`config.mk`:
```
export PLATFORM = sky130hd
export DESIGN_NAME = tscsw_status_flags
export DESIGN_NICKNAME = d
export VERILOG_FILES = /design/src/hdl/tscsw_sync.v /design/src/hdl/tscsw_status_flags.v
export VERILOG_INCLUDE_DIRS = /design/src /design/src/hdl
export SDC_FILE = /design/constraint.sdc
export NUM_CORES = 1
export LEC_CHECK = 0
export BUFFER_PORTS_ARGS = -buffer_cell sky130_fd_sc_hd__buf_2
export CORE_ASPECT_RATIO = 0.75
export CORE_UTILIZATION = 45
export CTS_CLUSTER_DIAMETER = 50
export CTS_CLUSTER_SIZE = 40
export DETAILED_ROUTE_END_ITERATION = 12
export GPL_ROUTABILITY_DRIVEN = 0
export GPL_TIMING_DRIVEN = 0
export PLACE_DENSITY = 0.86
export SETUP_SLACK_MARGIN = 0.4
export SLEW_MARGIN = 30
export SYNTH_ARGS = -nofsm -noshare
export SYNTH_HDL_FRONTEND = slang
export SYNTH_SLANG_ARGS = --single-unit
```
`constraint.sdc`:
```
create_clock -name core_clk -period 1.42 [get_ports core_clk]
set_input_delay 0 -clock core_clk [delete_from_list [all_inputs] [get_ports core_clk]]
set_output_delay 0 -clock core_clk [all_outputs]
set_load 0.05 [all_outputs]
```
`src/hdl/tscsw_consts.vh`:
```
`ifndef TSCSW_CONSTS_VH
`define TSCSW_CONSTS_VH

// function codes on the channel command port
`define TSCSW_FC_IN_INTCTL    7'h02
`define TSCSW_FC_OUT_INTCTL   7'h03
`define TSCSW_FC_OUT_TASK     7'h07
`define TSCSW_FC_IN_STATUS1   7'h18

// primary status word bit positions
`define TSCSW_BIT_READY       0
`define TSCSW_BIT_ATTN        1
`define TSCSW_BIT_RETRY       2
`define TSCSW_BIT_FAULT       3
`define TSCSW_BIT_CORR        4
`define TSCSW_BIT_TMARK       5
`define TSCSW_BIT_START       6
`define TSCSW_BIT_END         7

// secondary status fields
`define TSCSW_SEC_RETRY_LO    4
`define TSCSW_SEC_RETRY_HI    7
`define TSCSW_SEC_FAULT_LO    12
`define TSCSW_SEC_FAULT_HI    14

// interrupt level field and reset values
`define TSCSW_LEVEL_W         6
`define TSCSW_LEVEL_RST       6'h00
`define TSCSW_WORD_RST        16'h0000

// drive pin vector positions
`define TSCSW_PIN_ONLINE      0
`define TSCSW_PIN_REWIND      1
`define TSCSW_PIN_LOADED      2
`define TSCSW_PIN_START       3
`define TSCSW_PIN_END         4
`define TSCSW_PIN_COUNT       5

`endif

```
`src/hdl/tscsw_sync.v`:
```
module tscsw_sync #(
  parameter WIDTH = 1
) (
  input  wire             core_clk,
  input  wire             arst_n,
  input  wire [WIDTH-1:0] asyncIn,
  output wire [WIDTH-1:0] syncOut
);

  genvar i;
  generate
    for (i = 0; i < WIDTH; i = i + 1) begin : g_bit
      reg stage1_q;
      reg stage2_q;
      always @(posedge core_clk or negedge arst_n) begin
        if (!arst_n) begin
          stage1_q <= 1'b0;
          stage2_q <= 1'b0;
        end else begin
          stage1_q <= asyncIn[i];
          stage2_q <= stage1_q;
        end
      end
      assign syncOut[i] = stage2_q;
    end
  endgenerate

endmodule

```
`src/hdl/tscsw_status_flags.v`:
```
// How it works
// [RQ1] attention set on unsolicited drive event
// [RQ2] readiness change without command raises attention
// [RQ3] stop or initialize during rewind raises attention
// [RQ4] attention set attempts interrupt if level nonzero
// [RQ5] change during operation gives one combined interrupt
// [RQ6] initialize or status read clears attention
// [RQ7] retryable flag from secondary bits 4 to 7
// [RQ8] subsystem fault flag, cause in secondary 12-14
// [RQ9] corrected flag on PE/GCR track correction
// [RQ10] corrected flag on successful read retry
// [RQ11] media flags cleared by initialize or task write
// [RQ12] tape mark flag on mark detection orders
// [RQ13] start marker bit follows sensor directly
// [RQ14] backward order at start: no motion, normal end
// [RQ15] end flag holds until backward motion recrosses
// [RQ16] forward motion ignores end flag
// [RQ17] status read returns word in response cycle
// [RQ18] interrupt level resets to zero
// [RQ19] pins synchronised, changes found against previous
`include "tscsw_consts.vh"

module tscsw_status_flags #(
  parameter LEVEL_W = `TSCSW_LEVEL_W
) (
  input  wire               core_clk,
  input  wire               arst_n,
  // channel command port
  input  wire               cmdValid,
  input  wire [6:0]         cmdFunc,
  input  wire [15:0]        cmdData,
  input  wire               initCmd,
  input  wire               stopIoCmd,
  output reg                rspValid_q,
  output reg  [15:0]        rspData_q,
  output reg                intReq_q,
  output reg  [LEVEL_W-1:0] intLevel_q,
  // drive condition pins
  input  wire               driveOnline,
  input  wire               driveRewinding,
  input  wire               driveLoaded,
  input  wire               driveAtStart,
  input  wire               driveAtEnd,
  // formatter unit signals
  input  wire [15:0]        secStatus,
  input  wire               swMotionCmd,
  input  wire               opActive,
  input  wire               opDone,
  input  wire               peSingleCorr,
  input  wire               gcrCorr,
  input  wire               retryOk,
  input  wire               markInMarkOrder,
  input  wire               markAsBlock,
  input  wire               faultUnbound,
  // motion order port
  input  wire               orderValid,
  input  wire               orderBackward,
  output reg                motionGo_q,
  output reg                motionBackward_q,
  output reg                orderNormalEnd_q
);

  wire [`TSCSW_PIN_COUNT-1:0] pinRaw;
  wire [`TSCSW_PIN_COUNT-1:0] pinSync;
  reg  [`TSCSW_PIN_COUNT-1:0] pinPrev_q;

  reg  attn_q;
  reg  attnPend_q;
  reg  rewindAbort_q;
  reg  retryErr_q;
  reg  corrErr_q;
  reg  tapeMark_q;
  reg  endFlag_q;
  reg  fault_q;
  reg  backDir_q;

  reg  attn_d;
  reg  attnPend_d;
  reg  retryErr_d;
  reg  corrErr_d;
  reg  tapeMark_d;
  reg  endFlag_d;

  wire readStatus;
  wire taskWrite;
  wire levelWrite;
  wire readLevel;
  wire readyChange;
  wire attnEvent;
  wire attnRise;
  wire [15:0] statusWord;
  wire [`TSCSW_PIN_COUNT-1:0] pinEdge;

  function cmdIs;
    input [6:0] code;
    begin
      cmdIs = cmdValid && (cmdFunc == code);
    end
  endfunction

  assign pinRaw[`TSCSW_PIN_ONLINE] = driveOnline;
  assign pinRaw[`TSCSW_PIN_REWIND] = driveRewinding;
  assign pinRaw[`TSCSW_PIN_LOADED] = driveLoaded;
  assign pinRaw[`TSCSW_PIN_START]  = driveAtStart;
  assign pinRaw[`TSCSW_PIN_END]    = driveAtEnd;

  // drive pins come from another timing domain
  tscsw_sync #(
    .WIDTH (`TSCSW_PIN_COUNT)
  ) u_pin_sync (
    .core_clk (core_clk),
    .arst_n   (arst_n),
    .asyncIn  (pinRaw),
    .syncOut  (pinSync)
  ); // RQ19

  always @(posedge core_clk or negedge arst_n) begin
    if (!arst_n) begin
      pinPrev_q <= {`TSCSW_PIN_COUNT{1'b0}};
    end else begin
      pinPrev_q <= pinSync; // RQ19
    end
  end

  assign readStatus = cmdIs(`TSCSW_FC_IN_STATUS1);
  assign taskWrite  = cmdIs(`TSCSW_FC_OUT_TASK);
  assign levelWrite = cmdIs(`TSCSW_FC_OUT_INTCTL);
  assign readLevel  = cmdIs(`TSCSW_FC_IN_INTCTL);

  // per-pin change against the previous synced level
  genvar k;
  generate
    for (k = 0; k < `TSCSW_PIN_COUNT; k = k + 1) begin : g_edge
      assign pinEdge[k] = pinSync[k] ^ pinPrev_q[k]; // RQ19
    end
  endgenerate

  // online, rewinding or loaded moved on its own
  assign readyChange = (pinEdge[`TSCSW_PIN_ONLINE] ||
                        pinEdge[`TSCSW_PIN_REWIND] ||
                        pinEdge[`TSCSW_PIN_LOADED]) &&
                       !swMotionCmd; // RQ2

  // stop/initialize while rewinding is remembered one cycle
  always @(posedge core_clk or negedge arst_n) begin
    if (!arst_n) begin
      rewindAbort_q <= 1'b0;
    end else begin
      rewindAbort_q <= (initCmd || stopIoCmd) &&
                       pinSync[`TSCSW_PIN_REWIND]; // RQ3
    end
  end

  assign attnEvent = readyChange || rewindAbort_q; // RQ1

  // pending event held while an operation runs
  always @* begin
    attnPend_d = attnPend_q;
    attn_d     = attn_q;
    if (initCmd || readStatus) begin
      attn_d = 1'b0; // RQ6
    end
    if (initCmd) begin
      attnPend_d = 1'b0;
    end
    if (attnEvent) begin
      attnPend_d = 1'b1;
    end
    // one interrupt serves both completion and change
    if ((attnPend_q || attnEvent) && (!opActive || opDone)) begin
      attn_d     = 1'b1; // RQ5
      attnPend_d = 1'b0;
    end
  end

  always @(posedge core_clk or negedge arst_n) begin
    if (!arst_n) begin
      attn_q     <= 1'b0;
      attnPend_q <= 1'b0;
    end else begin
      attn_q     <= attn_d; // RQ1
      attnPend_q <= attnPend_d;
    end
  end

  assign attnRise = attn_d && !attn_q;

  // interrupt attempt per attention setting
  always @(posedge core_clk or negedge arst_n) begin
    if (!arst_n) begin
      intReq_q <= 1'b0;
    end else begin
      intReq_q <= attnRise && (intLevel_q != {LEVEL_W{1'b0}}); // RQ4
    end
  end

  always @(posedge core_clk or negedge arst_n) begin
    if (!arst_n) begin
      intLevel_q <= `TSCSW_LEVEL_RST; // RQ18
    end else if (initCmd) begin
      intLevel_q <= `TSCSW_LEVEL_RST; // RQ18
    end else if (levelWrite) begin
      intLevel_q <= cmdData[LEVEL_W-1:0];
    end
  end

  // sticky media flags: a set in the clearing cycle wins
  always @* begin
    retryErr_d = retryErr_q;
    corrErr_d  = corrErr_q;
    tapeMark_d = tapeMark_q;
    if (initCmd || taskWrite) begin
      retryErr_d = 1'b0; // RQ11
      corrErr_d  = 1'b0; // RQ11
      tapeMark_d = 1'b0; // RQ11
    end
    if (|secStatus[`TSCSW_SEC_RETRY_HI:`TSCSW_SEC_RETRY_LO]) begin
      retryErr_d = 1'b1; // RQ7
    end
    if (peSingleCorr || gcrCorr) begin
      corrErr_d = 1'b1; // RQ9
    end
    if (retryOk) begin
      corrErr_d = 1'b1; // RQ10
    end
    if (markInMarkOrder || markAsBlock) begin
      tapeMark_d = 1'b1; // RQ12
    end
  end

  always @(posedge core_clk or negedge arst_n) begin
    if (!arst_n) begin
      retryErr_q <= 1'b0;
      corrErr_q  <= 1'b0;
      tapeMark_q <= 1'b0;
    end else begin
      retryErr_q <= retryErr_d;
      corrErr_q  <= corrErr_d;
      tapeMark_q <= tapeMark_d;
    end
  end

  // fault reported with a cause code, no software reset
  always @(posedge core_clk or negedge arst_n) begin
    if (!arst_n) begin
      fault_q <= 1'b0;
    end else begin
      fault_q <= faultUnbound &&
        (|secStatus[`TSCSW_SEC_FAULT_HI:`TSCSW_SEC_FAULT_LO]); // RQ8
    end
  end

  // end marker flag drops only when backing over the sensor
  always @* begin
    endFlag_d = endFlag_q;
    if (pinSync[`TSCSW_PIN_END]) begin
      endFlag_d = 1'b1; // RQ15
    end else if (pinPrev_q[`TSCSW_PIN_END] && backDir_q) begin
      endFlag_d = 1'b0; // RQ15
    end
  end

  always @(posedge core_clk or negedge arst_n) begin
    if (!arst_n) begin
      endFlag_q <= 1'b0;
    end else begin
      endFlag_q <= endFlag_d;
    end
  end

  // motion order gate; end flag never blocks forward moves
  always @(posedge core_clk or negedge arst_n) begin
    if (!arst_n) begin
      motionGo_q       <= 1'b0;
      motionBackward_q <= 1'b0;
      orderNormalEnd_q <= 1'b0;
      backDir_q        <= 1'b0;
    end else begin
      motionGo_q       <= 1'b0;
      orderNormalEnd_q <= 1'b0;
      if (orderValid) begin
        if (orderBackward && pinSync[`TSCSW_PIN_START]) begin
          orderNormalEnd_q <= 1'b1; // RQ14
        end else begin
          motionGo_q       <= 1'b1; // RQ16
          motionBackward_q <= orderBackward;
          backDir_q        <= orderBackward;
        end
      end
    end
  end

  assign statusWord = {8'h00,
                       endFlag_q,
                       pinSync[`TSCSW_PIN_START], // RQ13
                       tapeMark_q,
                       corrErr_q,
                       fault_q,
                       retryErr_q,
                       attn_q,
                       1'b0};

  // response cycle answers input commands
  always @(posedge core_clk or negedge arst_n) begin
    if (!arst_n) begin
      rspValid_q <= 1'b0;
      rspData_q  <= `TSCSW_WORD_RST;
    end else begin
      rspValid_q <= readStatus || readLevel;
      if (readStatus) begin
        rspData_q <= statusWord; // RQ17
      end else if (readLevel) begin
        rspData_q <= {{(16-LEVEL_W){1'b0}}, intLevel_q};
      end
    end
  end

endmodule

```
==> impl_metrics.yaml <==
critical_path:
  end_kind: "flip-flop"
  crit_required_ns: 1.59
  critical_path_arrival_ns: 1.46
  startpoint_type: "flip-flop"
  cp_max_fo: 4
  worstSetupPathType: "flip-flop to flip-flop"
clock_tree:
  numCtsBuffers: 5
  cts_max_level: 2
  clk_latency_ns: 0.29
  cts_tree: "yes"
  clock-root-buffer: "clkbuf_8"
  cts_max_path_buffers: 2
  cts_sinks: 41
  path_clk_slew_ns: 0.08
die:
  coreArea_sq_mm: 0.003446
  io_pins: 87
  die_area_sq_mm: 0.004031
  die_h_um: 55.24
  die_w_um: 72.98
  initial_core_util_pct: 49.35
  fp-row-count: 18
global_routing:
  grtUsageTotal_pct: 22.93
  grt_max_degree: 42
  antenna_found_initial: 1
  grt_overflow_total: 0
  grt_pass1_wl_um: 6858
  grt_pass1_vias: 1490
yosys:
  synth_cell_types: 42
  synth-seq-cells: 41
  syn_inst: 131
  synth_area_sq_mm: 0.001700
  netlist.top_cell.by_area: "dfrtp_1"
  synth_commonest_cells: "dfrtp_1, a21oi_1, buf_4, o31ai_1"
  synth.most_common_cell: "dfrtp_1"
  synth_edf_count: 0
  seq_area_frac_synth_pct: 60.34
  synth.area.top_cells: "dfrtp_1, buf_4, o31ai_1"
  synthArstFlopShare_pct: 100.0
  yosys_warnings: 0
  syn_avg_cell_area_sq_um: 12.98
  synth_top_flop_cell: "dfrtp_1"
  yosys.area.top_type_share_pct: 60.34
layout:
  fillerInstances: 222
  multi_input_area_sq_um: 645.6
  areaGrowthSynthToFinish_pct: 50.33
  regArea_sq_mm: 0.001032
  postLayoutCoreUtil_pct: 74.18
  drive_above_1_share_pct: 43.53
  layout.nets: 291
  finalInstanceArea_sq_mm: 0.002556
sta:
  whs_ns: -0.02056
  rsz0062_at_grt: "true"
  finalHoldViolations: 1
  tns_ns: 0
  worst_slew_pin_slew_ns: 0.5034
  skew_ns: 0.008867
  min_period_ns: 1.297
  period_share_pct: 91.31
  fmax_mhz: 771.3
  slew_violations: 0
  setup_viol: 0
  maxSlewHeadroom_pct: 66.44
  setup_slack_ns: 0.1235
status:
  violations: "hold timing"
  status: "complete, but fails checks"
place:
  hpwl_um: 2601
  io_buffers: 57
  placed_cell_area_sq_mm: 0.002087
  post-place-ws_ns: 0.1367
detailed_routing:
  vias: 1424
  first_iter_violations: 70
  final_antenna_net_count: 0
  drt-total-wl_um: 4321
  via_per_inst: 5.032
  drcViolationCount: 0
  drt_pass1_iterations: 4
  wire_per_inst_um: 15.27
pwr:
  peakVddDrop_mv: 0.7836
  p_leak_uw: 0.001214
  power.density_mw_per_mm2: 1056
flow_run:
  cap_violations: 0
hold_path:
  hold_path.class: "primary input to flip-flop"
[critical path, stage by stage (launching register included)]
cell and delay, ns:
dfrtp_2 0.45, or4_1 0.49, nor3_2 0.16, nor4_1 0.07
[cells in the final DEF (no fill, tap or decap), types with 2 or more instances in the layout]
master and count:
buf_2 55, dfrtp_1 36, dlygate4sd3_1 24, buf_4 14, a21oi_1 8, conb_1 8
o31ai_1 7, inv_1 6, nand4_1 6, clkbuf_8 6, a22oi_1 5, o2bb2ai_1 5
dfrtp_2 5, xor2_2 3, nor2_1 2, clkbuf_1 2, and3_1 2, or4_1 2
a22o_1 2, a21o_1 2, nand2_1 2, buf_6 2
[routing by layer]
layer	vias to the layer above	GRT usage, %	share of wire (%)
met5	-	0	0
met4	0	5.882	1.4
met3	6	6.387	6.1
met2	64	39.42	51
met1	681	28.11	41
li1	673	-	-
[area by class of cell]
cell class | count | share of cell area [%]
tap | 50 | 2.447
clock buffer | 7 | 3.377
sequential | 41 | 40.38
antenna | 1 | 0.09790
multi-input combinational | 78 | 25.26
clock inverter | 1 | 1.175
timing repair buffer | 86 | 23.10
buffer | 13 | 3.279
inverter | 6 | 0.8811
[stage by stage]
step	cells	power (uW)
after floorplan	138	1547
after global placement	245	1675
after detailed placement	245	1684
after CTS	281	2693
after global routing	283	2801
final	283	2700
[what timing repair did]
item	CTS	global route
setup buffers	4	1
hold buffers	24	1
gates resized for setup	3	15
hold endpoints to repair	60	42
endpoints found under the setup margin	5	9
pin swaps	3	5
[flip-flops by register name, summed over array words and instances (netlist names)]
| name | count |
|---|---|
| motionGo_q | 1 |
| u_pin_sync.g_bit.stage1_q | 5 |
| intLevel_q | 6 |
| attn_q | 1 |
| pinPrev_q | 4 |
| corrErr_q | 1 |
| fault_q | 1 |
| attnPend_q | 1 |
| u_pin_sync.g_bit.stage2_q | 5 |
| orderNormalEnd_q | 1 |
| rewindAbort_q | 1 |
| retryErr_q | 1 |
| backDir_q | 1 |
| rspValid_q | 1 |
| endFlag_q | 1 |
| tapeMark_q | 1 |
| intReq_q | 1 |
| rspData_q | 8 |
[logic make-up after synthesis]
logic type | Yosys count | share of synthesized area (%)
flip-flops | 41 | 60.34
AO/OA/AOI/OAI | 40 | 18.84
AND/OR/NAND/NOR | 26 | 12.14
buffers and inverters | 19 | 6.254
XOR/XNOR | 3 | 1.546
multiplexers | 1 | 0.6622
other | 1 | 0.2205
[report_power, final]
part / switching (uW) / internal, uW / total (uW)
Clock: 380 / 573 / 954
Combinational: 291 / 187 / 478
Sequential: 38.9 / 1230 / 1270
Total: 710 / 1990 / 2700
[worst paths after layout]
path,start,endpoint,slack [ns],cells after the start
setup / recovery,intLevel_q[5],intReq_q,0.12,3
hold / removal,secStatus[7],retryErr_q,-0.02,3
setup reg to reg,intLevel_q[5],intReq_q,0.12,3
hold reg to reg,u_pin_sync.g_bit[3].stage1_q,u_pin_sync.g_bit[3].stage2_q,0.35,0
max in group asynchronous,arst_n,rspData_q[0],0.79,2
min in group asynchronous,arst_n,fault_q,0.24,2
No activity file was read; power rests on OpenSTA's default activity.
